[config.mk]
export PLATFORM = sky130hd
export DESIGN_NAME = dual_slope_phase_sequencer
export DESIGN_NICKNAME = d
export VERILOG_FILES = /design/src/hdl/dual_slope_pkg.sv /design/src/hdl/pin_synchroniser.sv /design/src/hdl/dual_slope_phase_sequencer.sv
export SDC_FILE = /design/constraint.sdc
export NUM_CORES = 1
export LEC_CHECK = 0
export BUFFER_PORTS_ARGS = -buffer_cell sky130_fd_sc_hd__buf_2
export CAP_MARGIN = 20
export CELL_PAD_IN_SITES_DETAIL_PLACEMENT = 2
export CELL_PAD_IN_SITES_GLOBAL_PLACEMENT = 2
export CORE_MARGIN = 2
export CORE_UTILIZATION = 31
export DETAILED_ROUTE_END_ITERATION = 7
export PLACE_DENSITY = 0.79
export RECOVER_POWER = 25
export SETUP_SLACK_MARGIN = 0.5
export SYNTH_ARGS = -nofsm -noshare
export SYNTH_HDL_FRONTEND = slang
export SYNTH_SLANG_ARGS = --single-unit
export TNS_END_PERCENT = 100
[constraint.sdc]
create_clock -name ref_clk -period 1.9 [get_ports ref_clk]
set_input_delay 0.38 -clock ref_clk [delete_from_list [all_inputs] [get_ports ref_clk]]
set_output_delay 0.38 -clock ref_clk [all_outputs]
set_load 0.01 [all_outputs]
[src/hdl/dual_slope_pkg.sv]
package dual_slope_pkg;

    // ************************************************************
    // synchroniser sizing
    // ************************************************************
    // flip-flops between a pin and the first logic that reads it
    localparam int SYNC_STAGES = 2;
    // pins that pass the synchroniser: two controls and the comparator
    localparam int PIN_COUNT = 3;
    // bit positions of the pins inside the synchronised vector
    localparam int PIN_FIRST = 0;
    localparam int PIN_SECOND = 1;
    localparam int PIN_COMP = 2;

    // ************************************************************
    // types
    // ************************************************************
    // analog switch set driven toward the switch drivers
    typedef struct packed {
        logic zero_loop_switch;
        logic zero_feedback_switch;
        logic input_path_switch;
        logic reference_path_switch;
    } switch_set_type;

    // conversion phase decoded from the two control pins
    typedef enum logic [1:0] {
        ZERO_PHASE,
        INPUT_PHASE,
        REFERENCE_PHASE,
        UNUSED_COMBO
    } phase_type;

    // whole state of the sequencer
    typedef struct packed {
        phase_type phase;
        switch_set_type sw;
        logic comp;
        logic seq_err;
    } seq_state_type;

    // ************************************************************
    // reset values
    // ************************************************************
    // all switches open: the integrator is left alone at reset
    localparam switch_set_type SW_ALL_OPEN = '{1'b0, 1'b0, 1'b0, 1'b0};
    localparam seq_state_type STATE_RESET = '{
        phase: ZERO_PHASE,
        sw: SW_ALL_OPEN,
        comp: 1'b0,
        seq_err: 1'b0
    };

endpackage : dual_slope_pkg

[src/hdl/pin_synchroniser.sv]
`timescale 1ns/1ps

// ****************************************************************
// multi-bit level synchroniser, one chain per bit
// ****************************************************************
module pin_synchroniser #(
    parameter int WIDTH = 3,
    parameter int STAGES = 2
) (
    input wire logic ref_clk,
    input wire logic sys_rst,
    input wire logic [WIDTH-1:0] async_in,
    output logic [WIDTH-1:0] sync_out
);

    // fewer than two stages would let metastability reach logic
    initial begin
        if (STAGES < 2 || WIDTH < 1) begin
            $error("pin_synchroniser: STAGES must be >= 2, WIDTH >= 1");
        end
    end

    // chain of flops; only the last stage is read outside
    logic [STAGES-1:0][WIDTH-1:0] chain_r;

    // shift each pin through the chain
    always_ff @(posedge ref_clk or posedge sys_rst) begin
        if (sys_rst) begin
            chain_r <= '0;
        end else begin
            chain_r <= {chain_r[STAGES-2:0], async_in};
        end
    end

    // last stage drives the output
    assign sync_out = chain_r[STAGES-1];

endmodule : pin_synchroniser

[src/hdl/dual_slope_phase_sequencer.sv]
// Function
// - three phases: zero, input, reference, in order
// - both low closes loop and feedback switches
// - both high closes only input switch
// - first low, second high: loop plus reference
// - comparator output high at integrator threshold
`timescale 1ns/1ps

module dual_slope_phase_sequencer (
    input wire logic ref_clk,
    input wire logic sys_rst,
    input wire logic first_ctrl_pin,
    input wire logic second_ctrl_pin,
    input wire logic comp_raw,
    output dual_slope_pkg::switch_set_type switches,
    output dual_slope_pkg::phase_type phase,
    output logic comp_out,
    output logic seq_err
);

    // ************************************************************
    // pin synchronisation
    // ************************************************************
    // all three pins are asynchronous to ref_clk
    logic [dual_slope_pkg::PIN_COUNT-1:0] pins_async;
    // synchronised copies, safe for logic
    logic [dual_slope_pkg::PIN_COUNT-1:0] pins_sync;
    // synchronised first control pin
    logic first_s;
    // synchronised second control pin
    logic second_s;
    // synchronised comparator decision
    logic comp_s;

    assign pins_async[dual_slope_pkg::PIN_FIRST] = first_ctrl_pin;
    assign pins_async[dual_slope_pkg::PIN_SECOND] = second_ctrl_pin;
    assign pins_async[dual_slope_pkg::PIN_COMP] = comp_raw;

    pin_synchroniser #(
        .WIDTH(dual_slope_pkg::PIN_COUNT),
        .STAGES(dual_slope_pkg::SYNC_STAGES)
    ) u_pin_sync (
        .ref_clk(ref_clk),
        .sys_rst(sys_rst),
        .async_in(pins_async),
        .sync_out(pins_sync)
    );

    assign first_s = pins_sync[dual_slope_pkg::PIN_FIRST];
    assign second_s = pins_sync[dual_slope_pkg::PIN_SECOND];
    assign comp_s = pins_sync[dual_slope_pkg::PIN_COMP];

    // ************************************************************
    // decode functions
    // ************************************************************
    // map the two control levels onto a phase
    function automatic dual_slope_pkg::phase_type decode_phase(
        input logic first_lvl,
        input logic second_lvl
    );
        dual_slope_pkg::phase_type ph;
        ph = dual_slope_pkg::UNUSED_COMBO;
        if (!first_lvl && !second_lvl) begin
            ph = dual_slope_pkg::ZERO_PHASE;
        end else if (first_lvl && second_lvl) begin
            ph = dual_slope_pkg::INPUT_PHASE;
        end else if (!first_lvl && second_lvl) begin
            ph = dual_slope_pkg::REFERENCE_PHASE;
        end
        return ph;
    endfunction : decode_phase

    // switch set for a phase
    function automatic dual_slope_pkg::switch_set_type switches_for(
        input dual_slope_pkg::phase_type ph
    );
        dual_slope_pkg::switch_set_type s;
        s = dual_slope_pkg::SW_ALL_OPEN;
        unique case (ph)
            dual_slope_pkg::ZERO_PHASE: begin
                s.zero_loop_switch = 1'b1;
                s.zero_feedback_switch = 1'b1;
            end
            dual_slope_pkg::INPUT_PHASE: begin
                s.input_path_switch = 1'b1;
            end
            dual_slope_pkg::REFERENCE_PHASE: begin
                s.zero_loop_switch = 1'b1;
                s.reference_path_switch = 1'b1;
            end
            // unused pin combination leaves everything open
            dual_slope_pkg::UNUSED_COMBO: begin
                s = dual_slope_pkg::SW_ALL_OPEN;
            end
        endcase
        return s;
    endfunction : switches_for

    // true when a phase change keeps the conversion order
    function automatic logic legal_step(
        input dual_slope_pkg::phase_type from_ph,
        input dual_slope_pkg::phase_type to_ph
    );
        logic ok;
        ok = 1'b0;
        unique case (from_ph)
            dual_slope_pkg::ZERO_PHASE: begin
                ok = (to_ph == dual_slope_pkg::INPUT_PHASE);
            end
            dual_slope_pkg::INPUT_PHASE: begin
                ok = (to_ph == dual_slope_pkg::REFERENCE_PHASE);
            end
            dual_slope_pkg::REFERENCE_PHASE: begin
                ok = (to_ph == dual_slope_pkg::ZERO_PHASE);
            end
            // recovering from the unused combination via auto-zero
            dual_slope_pkg::UNUSED_COMBO: begin
                ok = (to_ph == dual_slope_pkg::ZERO_PHASE);
            end
        endcase
        return ok;
    endfunction : legal_step

    // ************************************************************
    // sequencer state
    // ************************************************************
    // registered state and its next value
    dual_slope_pkg::seq_state_type state_r;
    dual_slope_pkg::seq_state_type state_nxt;
    // phase requested by the synchronised pins this cycle
    dual_slope_pkg::phase_type req_phase;

    assign req_phase = decode_phase(first_s, second_s);

    // next-state logic
    always_comb begin
        state_nxt = state_r;
        state_nxt.comp = comp_s;
        if (req_phase != state_r.phase) begin
            // break before make: one cycle with every switch open
            // so input and reference paths never overlap
            state_nxt.phase = req_phase;
            state_nxt.sw = dual_slope_pkg::SW_ALL_OPEN;
            if (!legal_step(state_r.phase, req_phase)) begin
                state_nxt.seq_err = 1'b1;
            end
        end else begin
            state_nxt.sw = switches_for(state_r.phase);
        end
    end

    // state register
    always_ff @(posedge ref_clk or posedge sys_rst) begin
        if (sys_rst) begin
            state_r <= dual_slope_pkg::STATE_RESET;
        end else begin
            state_r <= state_nxt;
        end
    end

    // outputs straight from the state register
    assign switches = state_r.sw;
    assign phase = state_r.phase;
    assign comp_out = state_r.comp;
    assign seq_err = state_r.seq_err;
endmodule : dual_slope_phase_sequencer

==> results by group, run 1 <==
Run status
  – Status: completed

Power and ir drop
  – Net load switching power: 0.1559 mW
  – Peak supply drop: 0.0004273 V
  – P per Cell Area: 923.3 nW/µm²
  – Clock Power Share: 0.321
  – Cell-internal power: 0.4772 mW
  – Sw frac: 0.2462
  – Flop pwr share: 0.535
  – Combinational share of power: 0.144
  – Pleak: 0.3258 nW

Floorplanning
  – DIE AREA: 2120 µm²
  – Die Wd: 46.05 µm
  – Num rows: 15
  – CORE AREA: 1689 µm²
  – I/O pins: 13
  – Die height: 46.05 µm
  – Initial Util: 0.3244

Detailed routing
  – Initial DRC Count: 0
  – Wire length per cell: 14.00 µm
  – Pre-antenna DRT Iters: 1
  – Post-DRT Antenna Nets: 0
  – Via count: 381
  – DRC errors left: 0
  – DR vias/cell: 4.948
  – Post-Route WL: 1078 µm

Timing
  – RSZ-0062 raised after global routing: true
  – Post-route minimum period: 1.399 ns
  – Relative slew slack: 0.6683
  – Worst slew pin tran: 0.4970 ns
  – Setup TNS Final: 0 ns
  – # setup viols final: 0
  – Fmax: 0.7148 GHz
  – Fin crit share: 0.7363
  – Skew final: 0.0002821 ns
  – Hold Vio Cnt, Final: 0
  – Max-slew violation count: 0
  – Min Hold Slack: 0.1168 ns

Logic synthesis
  – Synthesized area: 548.0 µm²
  – Syn_nets: 52
  – Synthesis-stage register bit count: 14
  – Avg Cell Area, Syn: 12.18 µm²
  – Sequential area share after synthesis: 0.6393
  – Cells after Synth: 45
  – Count of different cell masters after synthesis: 19
  – Synth Warn #: 0

Clocking
  – Inserted Clock Buffers: 3
  – Hold Buf Count CTS: 0
  – Worst-path clk slew: 0.08 ns
  – Later-pin clock latency in the skew report: 0.27 ns
  – Clk sinks: 14
  – Root Driver: clkbuf_4
  – H-tree lvl count: 1
  – Clk buf depth: 2
  – TritonCTS clock tree: yes

Critical path
  – End of the worst register-to-register path: switches[2]
  – Worst path required time: 2.07 ns
  – CP Launch Point: u_pin_sync.sync_out[1]
  – R2r setup slk: 0.50 ns
  – Worst EP arrival: 1.57 ns
  – Crit. End Element: register
  – FF-to-FF Start: u_pin_sync.sync_out[1]
  – Crit Path Max Fanout: 6
  – Setup CP Type: register to register
  – Startpoint types: register
  – Worst r2r path cells: 5

Cells and area
  – # diodes: 0
  – Layout area overhead: 25.11%
  – Fin nets: 68
  – Layout cells sized above 1: 0.4333

Placement
  – Placer Congestion: 0.6312
  – PortBufs: 12
  – Post-DP HPWL: 764.6 µm

Global route
  – First-pass GRT wire length: 1524 µm
  – Largest net degree at the start of global routing: 15
  – Grt ovf: 0
  – Vias in the first global route: 341
  – Initial antenna violation count: 0
  – Total GRT Usage: 0.1094

Hold path
  – Worst min path class: primary input to async pin

Job
  – Max_cap viols: 0
[Yosys cell counts]
| library cell | instances | area (µm²) |
|---|---|---|
| dfrtp_1 | 14 | 350.3 |
| inv_1 | 4 | 15.01 |
| nand2_1 | 3 | 11.26 |
| nor3_1 | 3 | 15.01 |
| buf_6 | 2 | 22.52 |
| ha_1 | 2 | 25.02 |
| nor2_1 | 2 | 7.510 |
| nor4_1 | 2 | 12.51 |
| nor4bb_1 | 2 | 20.02 |
| o21ai_0 | 2 | 10.01 |
| a21oi_1 | 1 | 5.000 |
| buf_2 | 1 | 5.000 |
| clkbuf_1 | 1 | 3.750 |
| nor3b_1 | 1 | 7.510 |
| nor4b_1 | 1 | 8.760 |
| o211ai_1 | 1 | 7.510 |
| o21a_1 | 1 | 7.510 |
| o21ai_1 | 1 | 5.000 |
| xor2_1 | 1 | 8.760 |
[through the flow]
step / power [mW] / util / setup slack, ns / cells / cell area, µm²
2_1_floorplan: 0.4050 / - / 0.5087 / 45 / 575.6
3_3_place_gp: 0.4229 / 0.3667 / 0.4301 / 70 / 619.3
3_5_place_dp: 0.4268 / 0.3667 / 0.3736 / 70 / 619.3
4_1_cts: 0.6356 / 0.3933 / 0.5167 / 75 / 664.4
5_1_grt: 0.6671 / 0.4059 / 0.4104 / 77 / 685.7
6_report: 0.6331 / 0.4059 / 0.5010 / 77 / 685.7
[flip-flops by register name, summed over array words and instances (netlist names)]
register,count
seq_err,1
switches,4
u_pin_sync.sync_out,3
u_pin_sync.chain_r,3
comp_out,1
phase,2
[layer usage]
| metal | vias up | track usage | share of wire |
|---|---|---|---|
| met2 | 13 | 0.2000 | 0.55 |
| met3 | 2 | 0.07143 | 0.086 |
| met5 | - | 0 | 0 |
| li1 | 181 | - | - |
| met1 | 185 | 0.1017 | 0.36 |
| met4 | 0 | 0.01714 | 0.0056 |
[cell type report]
class	count	area, µm²
clock buffers	4	36.28
well taps	17	21.27
inverters	4	17.52
repair buffers	15	80.08
flip-flops and latches	14	354.1
multi-input cells	23	176.4
fillers	182	1003
[worst max-delay path, stage by stage, from the launching register on]
cell and delay [ns]:
dfrtp_1 0.39, inv_1 0.10, ha_4 0.23, clkbuf_2 0.14, buf_4 0.14, nor4_2 0.29
[power by group through the flow]
stage          combinational, mW  sequential, mW  clock, mW
2_1_floorplan             0.0637           0.341          0
5_1_grt                    0.102           0.342      0.223
3_5_place_dp              0.0824           0.344          0
4_1_cts                   0.0863           0.337      0.213
6_report                  0.0913           0.338      0.203
3_3_place_gp              0.0784           0.344          0
[how the worst max path moves through the flow]
stage,to,slack (ns)
finish,switches[2],0.50
global route,switches[2],0.41
CTS,seq_err,0.52
detailed placement,seq_err,0.37
global placement,seq_err,0.43
floorplan,seq_err,0.51
[logic make-up (layout without fill, tap and decap cells)]
group	count (synthesis)	after routing	share of synthesized area
AOI/OAI and AO/OA	6	6	0.06392
xor gates and xnor gates	1	1	0.01598
adders and majority gates	2	2	0.04565
buffers and inverters	8	23	0.08445
DFF	14	14	0.6393
and+or+nand+nor	14	14	0.1507
[cell usage in the layout, fill, tap and decap left out]
cell type,count
a21oi_1,1
buf_2,12
buf_4,2
clkbuf_2,1
clkbuf_4,3
clkbuf_8,1
dfrtp_1,11
dfrtp_2,3
ha_1,1
ha_4,1
inv_1,3
inv_4,1
nand2_1,3
nor2_1,2
nor3_1,3
nor3b_1,1
nor4_1,1
nor4_2,1
nor4b_2,1
nor4bb_1,2
o211ai_1,1
o21a_1,1
o21ai_0,2
o21ai_1,1
xor2_1,1
[repair_timing]
| action | in CTS | in global routing |
|---|---|---|
| endpoints found under the setup margin | 3 | 3 |
| buffers inserted | 1 | 2 |
| resized for setup | 1 | 3 |
| pin swaps | 0 | 2 |
(Power assumes the default switching activity.)
==> inputs of run 2 (changes only) <==
Settings changed: CORE_UTILIZATION 31 to 28, PLACE_DENSITY 0.79 to 0.76.
Clock period 1.9 ns to 1.2 ns, I/O delays scaled along.
==> results by group, run 2 (synthesized netlist as in run 1, its figures left out) <==
Clocking
  – TritonCTS clock tree: yes
  – H-tree lvl count: 1
  – Later-pin clock latency in the skew report: 0.28 ns
  – Clk sinks: 14
  – Clk buf depth: 2
  – Root Driver: clkbuf_4
  – Inserted Clock Buffers: 3
  – Worst-path clk slew: 0.09 ns

Global route
  – Vias in the first global route: 497
  – Total GRT Usage: 0.1548
  – Initial antenna violation count: 0
  – First-pass GRT wire length: 2297 µm
  – Largest net degree at the start of global routing: 10
  – Grt ovf: 0

Cells and area
  – Most frequent cells in the layout: dfrtp_1, buf_4, buf_2
  – Fillers: 201
  – Layout cells sized above 1: 0.5417
  – Finished Core Util: 0.4447
  – Commonest non-fill, non-tap cell in the layout: dfrtp_1
  – Fin nets: 80
  – Layout area overhead: 54.34%
  – # diodes: 0
  – Number of flip-flops under the largest register name: 4

Critical path
  – Worst EP arrival: 1.53 ns
  – Slowest-stage cell, CP: dfrtp_1
  – Crit. End Element: register
  – Max stage delay on crit path: 0.41 ns
  – Worst-path cell chain: inv_4 -> ha_4 -> nor4bb_1 -> nor4_1 -> o21ai_1
  – Setup CP Type: register to register
  – Startpoint types: register
  – Worst path required time: 1.41 ns
  – Crit Path Max Fanout: 5

Placement
  – PortBufs: 12
  – Post-DP HPWL: 916.3 µm
  – Placer Congestion: 0.7097

Power and ir drop
  – Peak supply drop: 0.0006139 V
  – P per Cell Area: 1340 nW/µm²
  – Pleak: 0.4003 nW
  – Design Power: 1.133 mW

Run status
  – Failing checks: negative hold slack, negative setup slack
  – Status: finished, violations left

Detailed routing
  – DRC errors left: 0
  – Pre-antenna DRT Iters: 2
  – DR vias/cell: 4.384
  – Post-Route WL: 1298 µm
  – Via count: 434
  – Wire length per cell: 13.11 µm
  – Initial DRC Count: 1
  – Post-DRT Antenna Nets: 0

Timing
  – Relative slew slack: 0.7218
  – # setup viols final: 6
  – Min Hold Slack: -0.1019 ns
  – Worst slew pin tran: 0.4117 ns
  – Skew final: 0.002202 ns
  – Hold Vio Cnt, Final: 8
  – Setup TNS Final: -0.4170 ns
  – Max-slew violation count: 0
  – Fmax: 0.7574 GHz
  – Post-route minimum period: 1.320 ns
  – Final worst setup slack: -0.1203 ns
  – RSZ-0062 raised after global routing: true
  – Fin crit share: 1.100

Floorplanning
  – I/O pins: 13
  – Initial Util: 0.2882
  – DIE AREA: 2327 µm²
  – Die height: 48.24 µm
  – Die Wd: 48.24 µm
  – CORE AREA: 1902 µm²
  – Num rows: 16

Hold path
  – Worst min path class: primary input to async pin

Job
  – Max_cap viols: 0
[run 2: cell type report]
cell class	count	area, µm²	area share
clock buffer	4	36.28	0.04290
tap	27	33.78	0.03994
sequential	14	351.6	0.4157
inverter	4	17.52	0.02071
timing repair buffer	27	209.0	0.2470
multi-input combinational	23	197.7	0.2337
[run 2: final timing paths]
kind	from	end	slack [ns]	cells after the start
hold / removal	sys_rst	u_pin_sync.sync_out[1]	-0.10	2
setup reg to reg	u_pin_sync.sync_out[0]	seq_err	-0.12	5
hold reg to reg	u_pin_sync.chain_r[2]	u_pin_sync.sync_out[2]	0.35	0
min in group ref_clk	second_ctrl_pin	u_pin_sync.chain_r[1]	0.06	1
setup / recovery	u_pin_sync.sync_out[0]	seq_err	-0.12	5
max in group asynchronous	sys_rst	u_pin_sync.chain_r[0]	0.89	3
[run 2: per-stage QoR]
stage / setup slack, ns / hold slack [ns] / cells / area (µm²)
after detailed placement: -0.1228 / 0.2255 / 87 / 685.7
after global placement: -0.07293 / 0.2113 / 87 / 685.7
after floorplan: -0.1743 / 0.1292 / 45 / 576.8
after CTS: -0.1177 / -0.09396 / 99 / 827.0
final: -0.1203 / -0.1019 / 99 / 845.8
after global routing: -0.2268 / -0.08377 / 99 / 845.8
[run 2: critical path: cells and delay by family, from the launching register on]
family | cells | cell delay (ns)
simple gates | 2 | 0.51
flops | 1 | 0.41
fa+ha+maj | 1 | 0.18
compound gates | 1 | 0.09
buf+inv | 1 | 0.06
[run 2: where the power goes]
group,leakage (nW),switching (mW),total (mW),internal [mW]
Combinational,0.213,0.126,0.274,0.149
Sequential,0.167,0.0155,0.518,0.502
Clock,0.0210,0.156,0.341,0.185
[run 2: layer usage]
layer,share of wire,track usage,vias to the layer above
met5,0,0,-
met1,0.40,0.1698,217
li1,-,-,205
met3,0.027,0.03333,2
met2,0.56,0.2684,10
met4,0.0054,0.09730,0
[run 2: repair_timing]
action	CTS	global route
endpoints found under the hold margin	8	8
setup endpoints to repair	15	15
resized for setup	9	3
buffers inserted	8	0
pin swaps	7	2
==> inputs of run 3 (changes only) <==
Settings changed: PLACE_DENSITY 0.76 to 0.73, REMOVE_ABC_BUFFERS set to 1, TNS_END_PERCENT 100 to 20.
==> results by group, run 3 (synthesized netlist as in run 1, its figures left out) <==
Run status
  – Status: finished, violations left
  – Failing checks: negative hold slack, negative setup slack

Critical path
  – Worst EP arrival: 1.50 ns
  – Setup CP Type: register to register
  – Crit. End Element: register
  – Startpoint types: register
  – Crit Path Max Fanout: 6
  – Worst path required time: 1.40 ns
  – Worst r2r path cells: 5

Detailed routing
  – DR vias/cell: 4.435
  – Via count: 408
  – Pre-antenna DRT Iters: 1
  – Post-Route WL: 1207 µm
  – Initial DRC Count: 0
  – Post-DRT Antenna Nets: 0
  – Wire length per cell: 13.12 µm
  – DRC errors left: 0

Floorplanning
  – Die Wd: 48.24 µm
  – DIE AREA: 2327 µm²
  – Die height: 48.24 µm
  – Initial Util: 0.2882
  – Num rows: 16
  – CORE AREA: 1902 µm²
  – I/O pins: 13

Clocking
  – Clk buf depth: 2
  – TritonCTS clock tree: yes
  – Clk sinks: 14
  – Worst-path clk slew: 0.09 ns
  – Root Driver: clkbuf_4
  – Inserted Clock Buffers: 3
  – H-tree lvl count: 1
  – Later-pin clock latency in the skew report: 0.27 ns

Timing
  – Hold Vio Cnt, Final: 14
  – Fmax: 0.7678 GHz
  – Max-slew violation count: 0
  – Final worst setup slack: -0.1024 ns
  – Relative slew slack: 0.6562
  – Min Hold Slack: -0.02094 ns
  – RSZ-0062 raised after global routing: true
  – # setup viols final: 5
  – Post-route minimum period: 1.302 ns
  – Fin crit share: 1.085
  – Skew final: 0.004158 ns
  – Setup TNS Final: -0.2187 ns
  – Worst slew pin tran: 0.5152 ns

Global route
  – Grt ovf: 0
  – Vias in the first global route: 417
  – Total GRT Usage: 0.1183
  – Largest net degree at the start of global routing: 15
  – First-pass GRT wire length: 1800 µm
  – Initial antenna violation count: 0

Cells and area
  – # diodes: 0
  – Finished Core Util: 0.4092
  – Most frequent cells in the layout: dfrtp_1, buf_2, buf_4
  – Layout area overhead: 42.01%
  – Number of flip-flops under the largest register name: 4
  – Fin nets: 73
  – Layout cells sized above 1: 0.5385
  – Commonest non-fill, non-tap cell in the layout: dfrtp_1
  – Post-route standard cell area excluding fillers: 778.2 µm²

Placement
  – PortBufs: 12
  – Post-DP Area: 648.1 µm²
  – Placer Congestion: 0.6971
  – DP Worst Slack: -0.2191 ns
  – Post-DP HPWL: 886.3 µm

Job
  – Max_cap viols: 0

Power and ir drop
  – Flop pwr share: 0.490
  – Net load switching power: 0.2741 mW
  – P per Cell Area: 1380 nW/µm²
  – Clock Power Share: 0.309
  – Cell-internal power: 0.7996 mW
  – Peak supply drop: 0.0005788 V
  – Pleak: 0.3634 nW
  – Sw frac: 0.2553
  – Combinational share of power: 0.201

Hold path
  – Worst min path class: primary input to async pin
-- run 3: final cells by class --
class,count,area (µm²)
clock buffers,4,36.28
fillers,211,1124
inverters,4,15.01
multi-input cells,23,201.4
flip-flops and latches,14,351.6
well taps,27,33.78
repair buffers,20,140.1
-- run 3: layer usage --
layer  wire [µm]  track usage  up-vias
li1            -            -      192
met1         454       0.1333      207
met2         706       0.2158        9
met3          45      0.02222        0
met4           0      0.04865        0
met5           0            0        -
-- run 3: final timing paths --
kind                                   startpoint                     end  slack, ns
max in group asynchronous                 sys_rst                phase[1]       0.85
min in group ref_clk              second_ctrl_pin   u_pin_sync.chain_r[1]       0.06
setup / recovery           u_pin_sync.sync_out[1]                 seq_err      -0.10
setup reg to reg           u_pin_sync.sync_out[1]                 seq_err      -0.10
hold reg to reg             u_pin_sync.chain_r[0]  u_pin_sync.sync_out[0]       0.35
hold / removal                            sys_rst  u_pin_sync.sync_out[1]      -0.02
-- run 3: power by group through the flow --
stage | Clock [mW] | Combinational, mW | Sequential (mW)
after global placement | 0 | 0.153 | 0.530
after floorplan | 0 | 0.0657 | 0.546
after detailed placement | 0 | 0.159 | 0.532
after CTS | 0.354 | 0.175 | 0.524
after global routing | 0.378 | 0.240 | 0.531
final | 0.332 | 0.216 | 0.526
-- run 3: worst max-delay path, stage by stage, from the launching register on --
cell,delay [ns]
dfrtp_1,0.38
inv_2,0.05
ha_4,0.30
nor4bb_1,0.34
nor4_2,0.07
o21ai_1,0.09
-- run 3: timing repair --
action | CTS | global route
endpoints found under the setup margin | 15 | 15
pin swaps | 2 | 3
buffers inserted | 1 | 2
gates resized for setup | 6 | 10
endpoints found under the hold margin | 14 | 0
-- run 3: stage by stage --
stage | total power, mW | instances
2_1_floorplan | 0.6121 | 41
3_3_place_gp | 0.6828 | 85
3_5_place_dp | 0.6910 | 85
4_1_cts | 1.052 | 90
5_1_grt | 1.149 | 92
6_report | 1.074 | 92
